File: config.mk
export PLATFORM = sky130hd
export DESIGN_NAME = vcsl_top
export DESIGN_NICKNAME = d
export VERILOG_FILES = /design/src/shared/vcsl_pkg.sv /design/src/core/vcsl_sync.sv /design/src/core/vcsl_top.sv
export SDC_FILE = /design/constraint.sdc
export NUM_CORES = 1
export LEC_CHECK = 0
export ABC_AREA = 1
export BUFFER_PORTS_ARGS = -buffer_cell sky130_fd_sc_hd__buf_2
export CAP_MARGIN = 0
export CELL_PAD_IN_SITES_DETAIL_PLACEMENT = 1
export CELL_PAD_IN_SITES_GLOBAL_PLACEMENT = 1
export CORE_MARGIN = 3
export CORE_UTILIZATION = 31
export DETAILED_ROUTE_END_ITERATION = 7
export GPL_ROUTABILITY_DRIVEN = 0
export PLACE_DENSITY_LB_ADDON = 0.2
export SYNTH_ARGS = -nofsm -noshare
export SYNTH_HDL_FRONTEND = slang
export SYNTH_HIERARCHICAL = 1
export SYNTH_SLANG_ARGS = --single-unit
File: constraint.sdc
create_clock -name clock -period 1.2 [get_ports clock]
set_input_delay 0.12 -clock clock [delete_from_list [all_inputs] [get_ports clock]]
set_output_delay 0.12 -clock clock [all_outputs]
set_load 0.05 [all_outputs]
File: src/shared/vcsl_pkg.sv
package vcsl_pkg;
  typedef enum logic [1:0] {
    vcsl_ch_one,
    vcsl_ch_two,
    vcsl_ch_dual
  } vcsl_chan_e;
  typedef enum logic [1:0] {
    vcsl_fmt_sum,
    vcsl_fmt_alt,
    vcsl_fmt_slice
  } vcsl_fmt_e;
  localparam int unsigned clock_hz = 10_000_000;
  localparam int unsigned blank_ns = 300;
  localparam int unsigned blank_cycles_raw = (blank_ns * (clock_hz / 1_000_000) + 999) / 1000;
  localparam logic [3:0] blank_cycles = 4'(blank_cycles_raw < 1 ? 1 : blank_cycles_raw);
  localparam int unsigned chop_half_cycles = 8;
  localparam logic [3:0] chop_half = 4'(chop_half_cycles - 1);
  localparam logic [3:0] count_zero = 4'h0;
  localparam logic [3:0] count_one = 4'h1;
endpackage

File: src/core/vcsl_sync.sv
`timescale 1ns/1ps
module vcsl_sync (
  // clock
  input wire logic clock,
  input wire logic sys_rst,
  input wire logic clk_en,
  // data
  input wire logic din,
  output logic dout
);
  logic stage1;
  always_ff @(posedge clock or posedge sys_rst) begin
    if (sys_rst) begin
      stage1 <= 1'b0;
      dout <= 1'b0;
    end else if (clk_en) begin
      stage1 <= din;
      dout <= stage1;
    end
  end
endmodule

File: src/core/vcsl_top.sv
`timescale 1ns/1ps
module vcsl_top (
  // clock and reset
  input wire logic clock,
  input wire logic sys_rst,
  input wire logic clk_en,
  // front panel
  input wire logic vector_mode,
  input wire logic [1:0] chan_sel,
  input wire logic [1:0] fmt_sel,
  // sweep and display controller
  input wire logic sweep_end_sync,
  input wire logic saved_mode,
  input wire logic beam_blank_override,
  // channel drive
  output logic ch1_live_en,
  output logic ch2_live_en,
  output logic vector_plot_line,
  output logic chopping_allow_n,
  // saved path
  output logic saved_waveform_enable,
  output logic saved_display_select_n,
  output logic sweep_sep_disable,
  output logic live_sweep_block,
  // blanking
  output logic slice_transition_blank
);
  logic s_vec, s_sweep, s_saved, s_bbo;
  logic [1:0] s_chan, s_fmt;
  logic chop_osc;
  logic [3:0] chop_cnt;
  logic sel_q;
  logic sel_q_prev;
  logic [3:0] blank_cnt;
  logic set_n, rst_n_ff;
  logic gated_clk, gated_clk_d;
  logic toggle_edge;
  logic next_allow_n;

  // format decode shared by the assertions below
  function automatic logic dual_fmt(input logic vec, input logic [1:0] chan, input logic [1:0] fmt,
    input logic [1:0] want);
    return !vec && chan == vcsl_pkg::vcsl_ch_dual && fmt == want;
  endfunction

  function automatic logic single_chan(input logic vec, input logic [1:0] chan, input logic [1:0] want);
    return !vec && chan == want;
  endfunction

  // pins cross from the panel: two flops each
  vcsl_sync u_s0 (.clock(clock), .sys_rst(sys_rst), .clk_en(clk_en), .din(vector_mode), .dout(s_vec));
  vcsl_sync u_s1 (.clock(clock), .sys_rst(sys_rst), .clk_en(clk_en), .din(sweep_end_sync), .dout(s_sweep));
  vcsl_sync u_s2 (.clock(clock), .sys_rst(sys_rst), .clk_en(clk_en), .din(saved_mode), .dout(s_saved));
  vcsl_sync u_s3 (.clock(clock), .sys_rst(sys_rst), .clk_en(clk_en), .din(beam_blank_override), .dout(s_bbo));
  vcsl_sync u_s4 (.clock(clock), .sys_rst(sys_rst), .clk_en(clk_en), .din(chan_sel[0]), .dout(s_chan[0]));
  vcsl_sync u_s5 (.clock(clock), .sys_rst(sys_rst), .clk_en(clk_en), .din(chan_sel[1]), .dout(s_chan[1]));
  vcsl_sync u_s6 (.clock(clock), .sys_rst(sys_rst), .clk_en(clk_en), .din(fmt_sel[0]), .dout(s_fmt[0]));
  vcsl_sync u_s7 (.clock(clock), .sys_rst(sys_rst), .clk_en(clk_en), .din(fmt_sel[1]), .dout(s_fmt[1]));

  // set/reset decode, active low; dual formats only count in dual setting
  always_comb begin
    set_n = 1'b1;
    rst_n_ff = 1'b1;
    next_allow_n = 1'b1;
    if (!s_vec) begin
      case (s_chan)
        vcsl_pkg::vcsl_ch_one: begin
          set_n = 1'b0;
        end
        vcsl_pkg::vcsl_ch_two: begin
          rst_n_ff = 1'b0;
        end
        vcsl_pkg::vcsl_ch_dual: begin
          case (s_fmt)
            vcsl_pkg::vcsl_fmt_sum: begin
              set_n = 1'b0;
              rst_n_ff = 1'b0;
            end
            vcsl_pkg::vcsl_fmt_slice: begin
              next_allow_n = 1'b0;
            end
            default: begin
              next_allow_n = 1'b1;
            end
          endcase
        end
        default: begin
          set_n = 1'b0;
        end
      endcase
    end
  end

  always_ff @(posedge clock or posedge sys_rst) begin
    if (sys_rst) begin
      chopping_allow_n <= 1'b1;
      vector_plot_line <= 1'b0;
    end else if (clk_en) begin
      chopping_allow_n <= next_allow_n;
      vector_plot_line <= s_vec;
    end
  end

  // chop oscillator; stopped means output held high
  always_ff @(posedge clock or posedge sys_rst) begin
    if (sys_rst) begin
      chop_osc <= 1'b1;
      chop_cnt <= vcsl_pkg::count_zero;
    end else if (clk_en) begin
      if (chopping_allow_n) begin
        chop_osc <= 1'b1;
        chop_cnt <= vcsl_pkg::count_zero;
      end else if (chop_cnt == vcsl_pkg::chop_half) begin
        chop_osc <= ~chop_osc;
        chop_cnt <= vcsl_pkg::count_zero;
      end else begin
        chop_cnt <= chop_cnt + vcsl_pkg::count_one;
      end
    end
  end

  // chop_osc is the inverted side of the oscillator: stopped means high, so the nand passes inverted sync
  assign gated_clk = ~(chop_osc & s_sweep);

  always_ff @(posedge clock or posedge sys_rst) begin
    if (sys_rst) begin
      // gate is high in reset since s_sweep resets low; a low reset value would fake an edge
      gated_clk_d <= 1'b1;
    end else if (clk_en) begin
      gated_clk_d <= gated_clk;
    end
  end
  assign toggle_edge = gated_clk & ~gated_clk_d;

  // select flop: overrides win over toggling
  always_ff @(posedge clock or posedge sys_rst) begin
    if (sys_rst) begin
      sel_q <= 1'b1;
      sel_q_prev <= 1'b1;
    end else if (clk_en) begin
      sel_q_prev <= sel_q;
      if (!set_n || !rst_n_ff) begin
        sel_q <= !set_n;
      end else if (toggle_edge) begin
        sel_q <= ~sel_q;
      end
    end
  end

  // sum drives both halves high; held separately since sel_q alone can't
  logic both_on;
  assign both_on = !set_n && !rst_n_ff;

  always_ff @(posedge clock or posedge sys_rst) begin
    if (sys_rst) begin
      ch1_live_en <= 1'b0;
      ch2_live_en <= 1'b0;
    end else if (clk_en) begin
      if (s_saved) begin
        ch1_live_en <= 1'b0;
        ch2_live_en <= 1'b0;
      end else begin
        ch1_live_en <= sel_q | both_on;
        ch2_live_en <= ~sel_q | both_on;
      end
    end
  end

  always_ff @(posedge clock or posedge sys_rst) begin
    if (sys_rst) begin
      saved_waveform_enable <= 1'b0;
      saved_display_select_n <= 1'b1;
      sweep_sep_disable <= 1'b0;
      live_sweep_block <= 1'b0;
    end else if (clk_en) begin
      saved_waveform_enable <= s_saved;
      saved_display_select_n <= ~s_saved;
      sweep_sep_disable <= s_saved;
      live_sweep_block <= s_saved;
    end
  end

  // blanking: short low pulse per toggle, active low toward intensity path
  always_ff @(posedge clock or posedge sys_rst) begin
    if (sys_rst) begin
      blank_cnt <= vcsl_pkg::count_zero;
      slice_transition_blank <= 1'b1;
    end else if (clk_en) begin
      if (sel_q != sel_q_prev) begin
        blank_cnt <= vcsl_pkg::blank_cycles;
      end else if (blank_cnt != vcsl_pkg::count_zero) begin
        blank_cnt <= blank_cnt - vcsl_pkg::count_one;
      end
      slice_transition_blank <= s_bbo || !((sel_q != sel_q_prev) || (blank_cnt > vcsl_pkg::count_one));
    end
  end
endmodule

==> After elaboration in Yosys (flattened, before gate mapping) <==
Index checks and enable logic that the tools add are counted.
{ "classes": {"addsub": 2, "n_lt_le_gt_ge": 1, "n_eq_ne": 5, "muxes": 18, "n_bitwise": 9, "reduce_logical": 15} }
{ "op_table": {"columns": ["cell", "n"], "rows": [
  ["$mux W4", 4],
  ["$mux W1", 12],
  ["$reduce_and A2 Y1", 3],
  ["$reduce_bool A2 Y1", 3],
  ["$not A1 Y1", 5],
  ["$add A4 B1 Y4 const B", 1],
  ["$eq A2 B2 Y1 const B", 2],
  ["$eq A4 B3 Y1 const B", 1],
  ["$gt A4 B1 Y1 const B", 1],
  ["$pmux W1 S2", 2],
  ["$reduce_bool A4 Y1", 1],
  ["$sub A4 B1 Y4 const B", 1],
  ["$logic_not A1 Y1", 3],
  ["$logic_or A1 B1 Y1", 3],
  ["$and A1 B1 Y1", 2],
  ["$eq A2 B1 Y1 const B", 1],
  ["$logic_not A2 Y1", 1],
  ["$or A1 B1 Y1", 2],
  ["$logic_and A1 B1 Y1", 1],
  ["$ne A1 B1 Y1", 1]
]} }
{ "word_totals": {"register_bits": 35, "input_bits": 11, "output_inout_bits": 9, "word_cells": 79} }

==> Logic depth before layout (Yosys ltp) <==
Gate-level depths: netlist of run 1.
{ "logic_depth": {"depth_word": 8, "mapped_depth": 10} }

==> Hierarchy <==
The synthesis of run 1 kept the hierarchy.
{ "modules_own_cells": {"columns": ["mod", "instances", "cells_each", "area_each_um2"], "rows": [
  ["vcsl_top", 1, 123, 1008.5],
  ["vcsl_sync", 8, 10, 80.1]
]} }

==> Least setup slack after synthesis of run 1 <==
Ideal clock, no wire load.
{ "synth_path": {"path_type": "reg-to-reg", "start": "reg chopping_allow_n", "end": "reg chop_osc", "setup_ns": 0.077, "t_arrival_ns": 1.248, "t_required_ns": 1.123, "slack_ns": -0.126, "path_stages_with_launch": 7, "n_path_buf": 0, "path_cell_list": "dfstp_2 -> inv_2 -> nand2_1 -> nand2_1 -> a21oi_2 -> nand3_1 -> o21a_1"} }
{ "synth_via": {"elab_chain_len": 2, "elab_cells_between_ends": 3, "cone_classes": "mux: 1; reduce/logical: 2"} }
{ "synth_rtl": {"columns": ["element", "line", "rtl"], "rows": [
  ["start: declaration", "vcsl_top.sv:19", "output logic chopping_allow_n,"],
  ["start signal: assignment", "vcsl_top.sv:99", "chopping_allow_n <= next_allow_n;"],
  ["$reduce_bool A2 Y1 (no line)", null, null],
  ["$reduce_and A2 Y1 (no line)", null, null],
  ["end signal: assignment", "vcsl_top.sv:114", "chop_osc <= ~chop_osc;"],
  ["end: declaration", "vcsl_top.sv:30", "logic chop_osc;"]
]} }
Several ways; a longest one is shown, not always the timed one.
A chain may end at the register's enable or synchronous reset.

==> Worst setup path after layout of run 1 <==
{ "layout_path": {"start": "reg u_s4.dout", "end": "reg sel_q"} }
{ "layout_via": {"elab_chain_len": 7, "elab_cells_between_ends": 12, "cone_classes": "eq/ne: 2; mux: 5; reduce/logical: 5"} }
{ "layout_rtl": {"columns": ["element", "line", "rtl"], "rows": [
  ["start: declaration", "vcsl_sync.sv:9", "output logic dout"],
  ["start signal: assignment", "vcsl_sync.sv:18", "dout <= stage1;"],
  ["$eq A2 B2 Y1 / $eq A2 B1 Y1 (equally long branches)", "vcsl_top.sv:66", "case (s_chan)"],
  ["$pmux W1 S2", "vcsl_top.sv:66", null],
  ["$mux W1", "vcsl_top.sv:65", "if (!s_vec) begin"],
  ["$logic_not A1 Y1 (on tied branches)", "vcsl_top.sv:142, vcsl_top.sv:143", null],
  ["$logic_or A1 B1 Y1", "vcsl_top.sv:142", "if (!set_n || !rst_n_ff) begin"],
  ["$reduce_bool A2 Y1 (no line)", null, null],
  ["$reduce_and A2 Y1 (no line)", null, null],
  ["end signal: assignment", "vcsl_top.sv:143", "sel_q <= !set_n;"],
  ["end signal: assignment", "vcsl_top.sv:145", "sel_q <= ~sel_q;"],
  ["end: declaration", "vcsl_top.sv:32", "logic sel_q;"]
]} }
Several ways; a longest one is shown, not always the timed one.

==> results of run 1 <==
## critical path, delay by kind of cell, from the launching register on
family	cells	cell delay, ps
flops	1	420
compound gates	1	140
fa+ha+maj	1	160
simple gates	6	410
buf+inv	1	140
## stage by stage
step | hold slack (ps) | power (mW) | cells
finish | 21.8 | 3.97 | 315
global route | 34.7 | 4.27 | 315
CTS | 17.8 | 3.81 | 309
detailed placement | 85.1 | 2.64 | 297
global placement | 79.2 | 2.61 | 297
floorplan | -139 | 2.27 | 203
## report_power, final
group / switching (mW) / leakage, nW / internal (mW)
registers: 0.167 / 0.422 / 1.41
logic: 0.754 / 0.700 / 0.533
clock network: 0.440 / 0.0612 / 0.672
total: 1.36 / 1.18 / 2.61
## area by class of cell
class                      count  area, sq um  area share
sequential                    35          886       0.400
multi-input combinational    134          739       0.334
timing repair buffer          42          282       0.127
inverter                      29          109      0.0491
tap                           67         83.8      0.0378
clock buffer                   6         82.6      0.0372
clock inverter                 2         35.0      0.0158
## layer usage
| layer | wire length (um) | vias to the layer above |
|---|---|---|
| met5 | 0 | - |
| met4 | 42 | 0 |
| met3 | 147 | 7 |
| met2 | 1820 | 20 |
| met1 | 1780 | 666 |
| li1 | - | 702 |
## what timing repair did
action                                  CTS  global route
endpoints found under the hold margin    28             0
setup buffers                             3             6
endpoints found under the setup margin    8            11
resized for setup                         6            30
pin swaps                                 0            13
cloned                                    0             0
hold buffers                              1             0
## logic make-up (layout without fill, tap and decap cells)
logic type               count (synthesis)  after routing  synth area share
AND/OR/NAND/NOR                        108            108             0.256
flip-flops                              35             35             0.536
buffers and inverters                   34             79            0.0842
AO/OA/AOI/OAI                           18             18            0.0645
adder cells (fa/ha/maj)                  5              5            0.0379
XOR/XNOR                                 3              3            0.0205
## cells in the final DEF (no fill, tap or decap), drive strengths merged
cell,n
nand2,84
buf,41
dfrtp,28
inv,28
nor2,17
dfstp,7
o21ai,7
a21oi,7
clkbuf,6
nand3,6
ha,5
clkinv,2
xor2,2
a31oi,1
nand4,1
o21a,1
a22oi,1
o211ai,1
xnor2,1
bufinv,1
dlygate4sd3,1
## path summary, 6_finish.rpt
kind | cells past startpoint | from | slack (ps) | end
max in group asynchronous | 4 | sys_rst | 500 | chopping_allow_n
worst min-delay path | 3 | fmt_sel[0] | 20 | u_s6/stage1
worst max-delay path | 9 | u_s4/dout | -120 | sel_q
worst min register to register | 1 | u_s2/dout | 460 | saved_display_select_n
min in group asynchronous | 3 | sys_rst | 310 | u_s5/stage1
worst max register to register | 9 | u_s4/dout | -120 | sel_q
==> impl_results.md, run 1 <==
* First-pass GRT wire length at 6.39 mm
* Starting Density at 0.334
* Worst EP arrival at 1550 ps
* Inserted Clock Buffers at 5
* Clk_lat worst skew at just under 300 ps
* Layout area overhead at 34.4%
* Worst-path fanout max at 3
* Register area share after synthesis at 0.536
* Crit path time final at 1320 ps
* Pre-CTS setup slack at -69.9 ps
* Post-Route WL at 3.79 mm
* Mapped Avg Cell Area at between 8 and 9 sq um
* Post-Syn Area at 1650 sq um
* Max-cap violation count at 0
* Post-DP HPWL at 2.63 mm
* TritonCTS clock tree: built
* Total track usage at 0.131
* Vias in the first global route at 1436
* Unrepaired setup endpoints after global routing: yes
* Fillers at about 630
* Hold Crit Class: in2reg
* Setup TNS at -172 ps
* Most frequent cells after synthesis: nand2_1, dfrtp_1, inv_1
* Met1 usage at 0.171
* Nets at 263
* Mapped Nets at 219
* Worst EP required at about 1400 ps
* Reg clk slew, reported paths at 70 ps
* Largest registers: blank_cnt: 4 flops, chop_cnt: 4 flops
* Final setup vio count at 3
* Top FF cell, synth: dfrtp_1
* Pins Over Slew Limit at 0
* Leakage at 1.18 nW
* Relative slew slack at 0.818
* Largest net degree at the start of global routing at 19
* Synth area leader: dfrtp_1
* PortBufs at 19
* Most used routing layer: met2
* Total gr overflow at 0
* Residual DRC at 0
* Kind of critical path: reg2reg
* Startpoint type of the worst setup path: register
* Failing checks: negative setup slack
* Clock Tree Buf Depth at 2
* Slowest cell delay on critical path at 420 ps
* Layout cell share with drive strength beyond 1 at 0.363
* Final Core Density at 0.449
* Finished Cell Area at 2220 sq um
* Crit. End Element: register
* Post-synth top area share at 0.425
* Core Area at 4940 sq um
* Async set or reset register ratio after synthesis at 1.00
* Final Cycle Share at 1.10
* Worst-Margin Slew at approximately 270 ps
* Die width at 78.9 um
* Root Buffer: clkbuf_8
* Routed length per instance at around 12 um
* Power Density at 1790 nW/um^2
* H-tree levels at 2
* Slowest CP cell: dfrtp_1
* DRT Pass-1 Iters at 4
* Final WS setup at -118 ps
* FF+latch count, synth at 35
* Status: finished, violations left
* Final Hold Vio Count at 0
* Via density at 4.43
* Die area at 6230 sq um
* Count leader, synth: nand2_1
* Post-synth EDFFs at 0
* Clock sinks at 35
* Worst VDD drop at 0.000769 V
* Diodes inserted at 0
* Grt met2 use at 0.210
* Initial antenna violation count at 0
* Initial drt markers at a little over 40
* Synthesis Warnings at 6
* Top post-synthesis cells by area: dfrtp_1, nand2_1, dfstp_2
* Placed inst area at 1900 sq um
* Skew final at around 4.4 ps
* Unique masters post-synth at 25
* Die height at ~80 um
* Mapped Cells at between 200 and 250
* IO Count at 20
* Total number of vias at 1395
* Fmax at 0.759 GHz
* Cell Rows at 25
* Post-route ant nets at 0
* Critical-path cell list: buf_6, ha_4, nor2_4, nor2_4, a21oi_2, nand2_2, nand2_2, nand2_1, nand2_1
* GR Util met3 at 0.0431
Power figures use the tool's default switching activity.
==> run 2: changes to the inputs <==
--- a/config.mk
+++ b/config.mk
@@ -14,7 +14,8 @@
 export CORE_UTILIZATION = 31
 export DETAILED_ROUTE_END_ITERATION = 7
 export GPL_ROUTABILITY_DRIVEN = 0
-export PLACE_DENSITY_LB_ADDON = 0.2
+export PLACE_DENSITY = 0.69
+export RECOVER_POWER = 50
 export SYNTH_ARGS = -nofsm -noshare
 export SYNTH_HDL_FRONTEND = slang
 export SYNTH_HIERARCHICAL = 1
==> run 2 against run 1 <==
The run still ends with negative setup slack left. Sequential share of layout area fell by 0.31 points. Critical path depth rose by 1. Via count fell by 1.6%. Combinational power rose by 9%.
==> impl_results.md, run 2 (same netlist as run 1, synthesis figures left out) <==
* Reg2Reg Setup Slack at -60 ps
* Largest registers: blank_cnt: 4 flops, chop_cnt: 4 flops
* PortBufs at 19
* Reg clk slew, reported paths at 70 ps
* Clock Tree Buf Depth at 2
* Initial drt markers at 30
* Layout cell share with drive strength beyond 1 at 0.395
* H-tree levels at 2
* Net Sw Power at 1.43 mW
* Failing checks: negative setup slack
* Crit. End Element: register
* Worst-path fanout max at 4
* Final Core Density at 0.452
* Pins Over Slew Limit at 0
* Relative slew slack at 0.715
* Crit path time final at between 1000 and 1500 ps
* Unrepaired setup endpoints after global routing: yes
* IO Count at 20
* Kind of critical path: reg2reg
* Most frequent CP cell: nand2_2
* Part of the power in registers at 0.414
* Hold Crit Class: in2reg
* Die area at about 6200 sq um
* Switching Fraction at 0.374
* Most common cell after layout, fill and taps aside: nand2_1
* Startpoint type of the worst setup path: register
* Leakage at 1.18 nW
* Fmax at between 0.7 and 0.8 GHz
* Status: finished, violations left
* Slowest cell delay on critical path at between 400 and 500 ps
* Skew final at 4.22 ps
* Diodes inserted at 0
* Die height at 78.9 um
* Final WS setup at -59.3 ps
* Clk pwr share at 0.218
* Worst EP arrival at ~1500 ps
* Logic pwr share at 0.369
* Worst-Margin Slew at about 430 ps
* Critical-path cell list: inv_2, ha_4, o21ai_4, nand2_2, nand2_2, nand2_2, nand2_2, nand2_2, nand2_1, nand2_1
* Power Density at 1710 nW/um^2
* Cell Rows at 25
* Root Buffer: clkbuf_8
* Post-route ant nets at 0
* Pint at 2.40 mW
* DRT Pass-1 Iters at 4
* Final Cycle Share at 1.05
* Post-Route WL at 3.75 mm
* Residual DRC at 0
* Largest net degree at the start of global routing at 20
* Slowest CP cell: dfrtp_2
* Max-cap violation count at 0
* Via density at 4.36
* Final Hold Vio Count at 0
* Initial antenna violation count at 0
* Crit-path leading delay family: flip-flops
* Layout area overhead at 35.5%
* Vias in the first global route at about 1.4k
* TritonCTS clock tree: built
* Core Area at 4940 sq um
* Clock sinks at 35
* CP bufs+invs at 1
* Most frequent cells in the layout: nand2_1, dfrtp_1, buf_4
* Worst EP required at 1440 ps
* Post-DP HPWL at around 2.7 mm
* Total gr overflow at 0
* First-pass GRT wire length at between 5 and 6 mm
* Inserted Clock Buffers at 5
* Setup TNS at -150 ps
* Routed length per instance at approximately 12 um
* Nets at around 260
* Worst VDD drop at 0.000725 V
* Total track usage at 0.125
* Die width at 78.9 um
* Total number of vias at 1372
* Final setup vio count at 3
* Starting Density at 0.334
* Clk_lat worst skew at ~290 ps
-- run 2: cell types whose count changed in the layout (fill, tap and decap cells not counted), sizes merged --
cell and change:
buf -1, bufinv -1, clkinv +1, inv +1
-- run 2: metal layers --
layer  global-route usage  share of wire
met5                    0              0
met4               0.0567          0.018
met3               0.0340          0.037
met2                0.210           0.50
met1                0.149           0.45
-- run 2: repair_timing --
action                                  4_1_cts  5_1_grt
cloned                                        0        0
pin swaps                                     8       17
buffers inserted                              2        7
endpoints found under the setup margin       10        9
resized for setup                            18       31
hold buffers                                  1        0
hold endpoints to repair                     28        0
-- run 2: worst paths after layout --
path	endpoint	cells past startpoint	start
hold / removal	u_s6/stage1	3	fmt_sel[0]
setup reg to reg	sel_q	10	u_s4/dout
min in group asynchronous	u_s4/stage1	3	sys_rst
setup / recovery	sel_q	10	u_s4/dout
hold reg to reg	saved_display_select_n	1	u_s2/dout
max in group asynchronous	saved_display_select_n	4	sys_rst
-- run 2: final cells by class --
class                   count  area, sq um
clock buffers               5         68.8
clock inverters             3         15.0
fillers                   622         2710
inverters                  29          114
multi-input cells         134          774
flip-flops and latches     35          886
well taps                  67         83.8
repair buffers             42          293
-- run 2: power groups by stage --
stage,Combinational [mW],Clock (mW),Sequential (mW)
detailed placement,1.03,0,1.58
CTS,1.10,0.871,1.56
global route,1.57,0.921,1.61
floorplan,0.565,0,1.71
finish,1.41,0.834,1.58
global placement,1.00,0,1.56
-- run 2: stage by stage --
stage | hold slack, ps | area, sq um | total power [mW] | setup WS, ps | std cells
6_report | 20.1 | 2230 | 3.83 | -59.3 | 315
5_1_grt | 18.2 | 2230 | 4.10 | -144 | 315
4_1_cts | 10.6 | 2070 | 3.54 | -58.1 | 308
3_5_place_dp | 71.9 | 1900 | 2.61 | -114 | 297
3_3_place_gp | 70.4 | 1900 | 2.56 | -18.8 | 297
2_1_floorplan | -139 | 1650 | 2.27 | -112 | 203
-- run 2: worst min-delay path, delay by kind of cell --
family	cells	cell delay (ps)
buffers and inverters	1	70
AND/OR/NAND/NOR	2	90
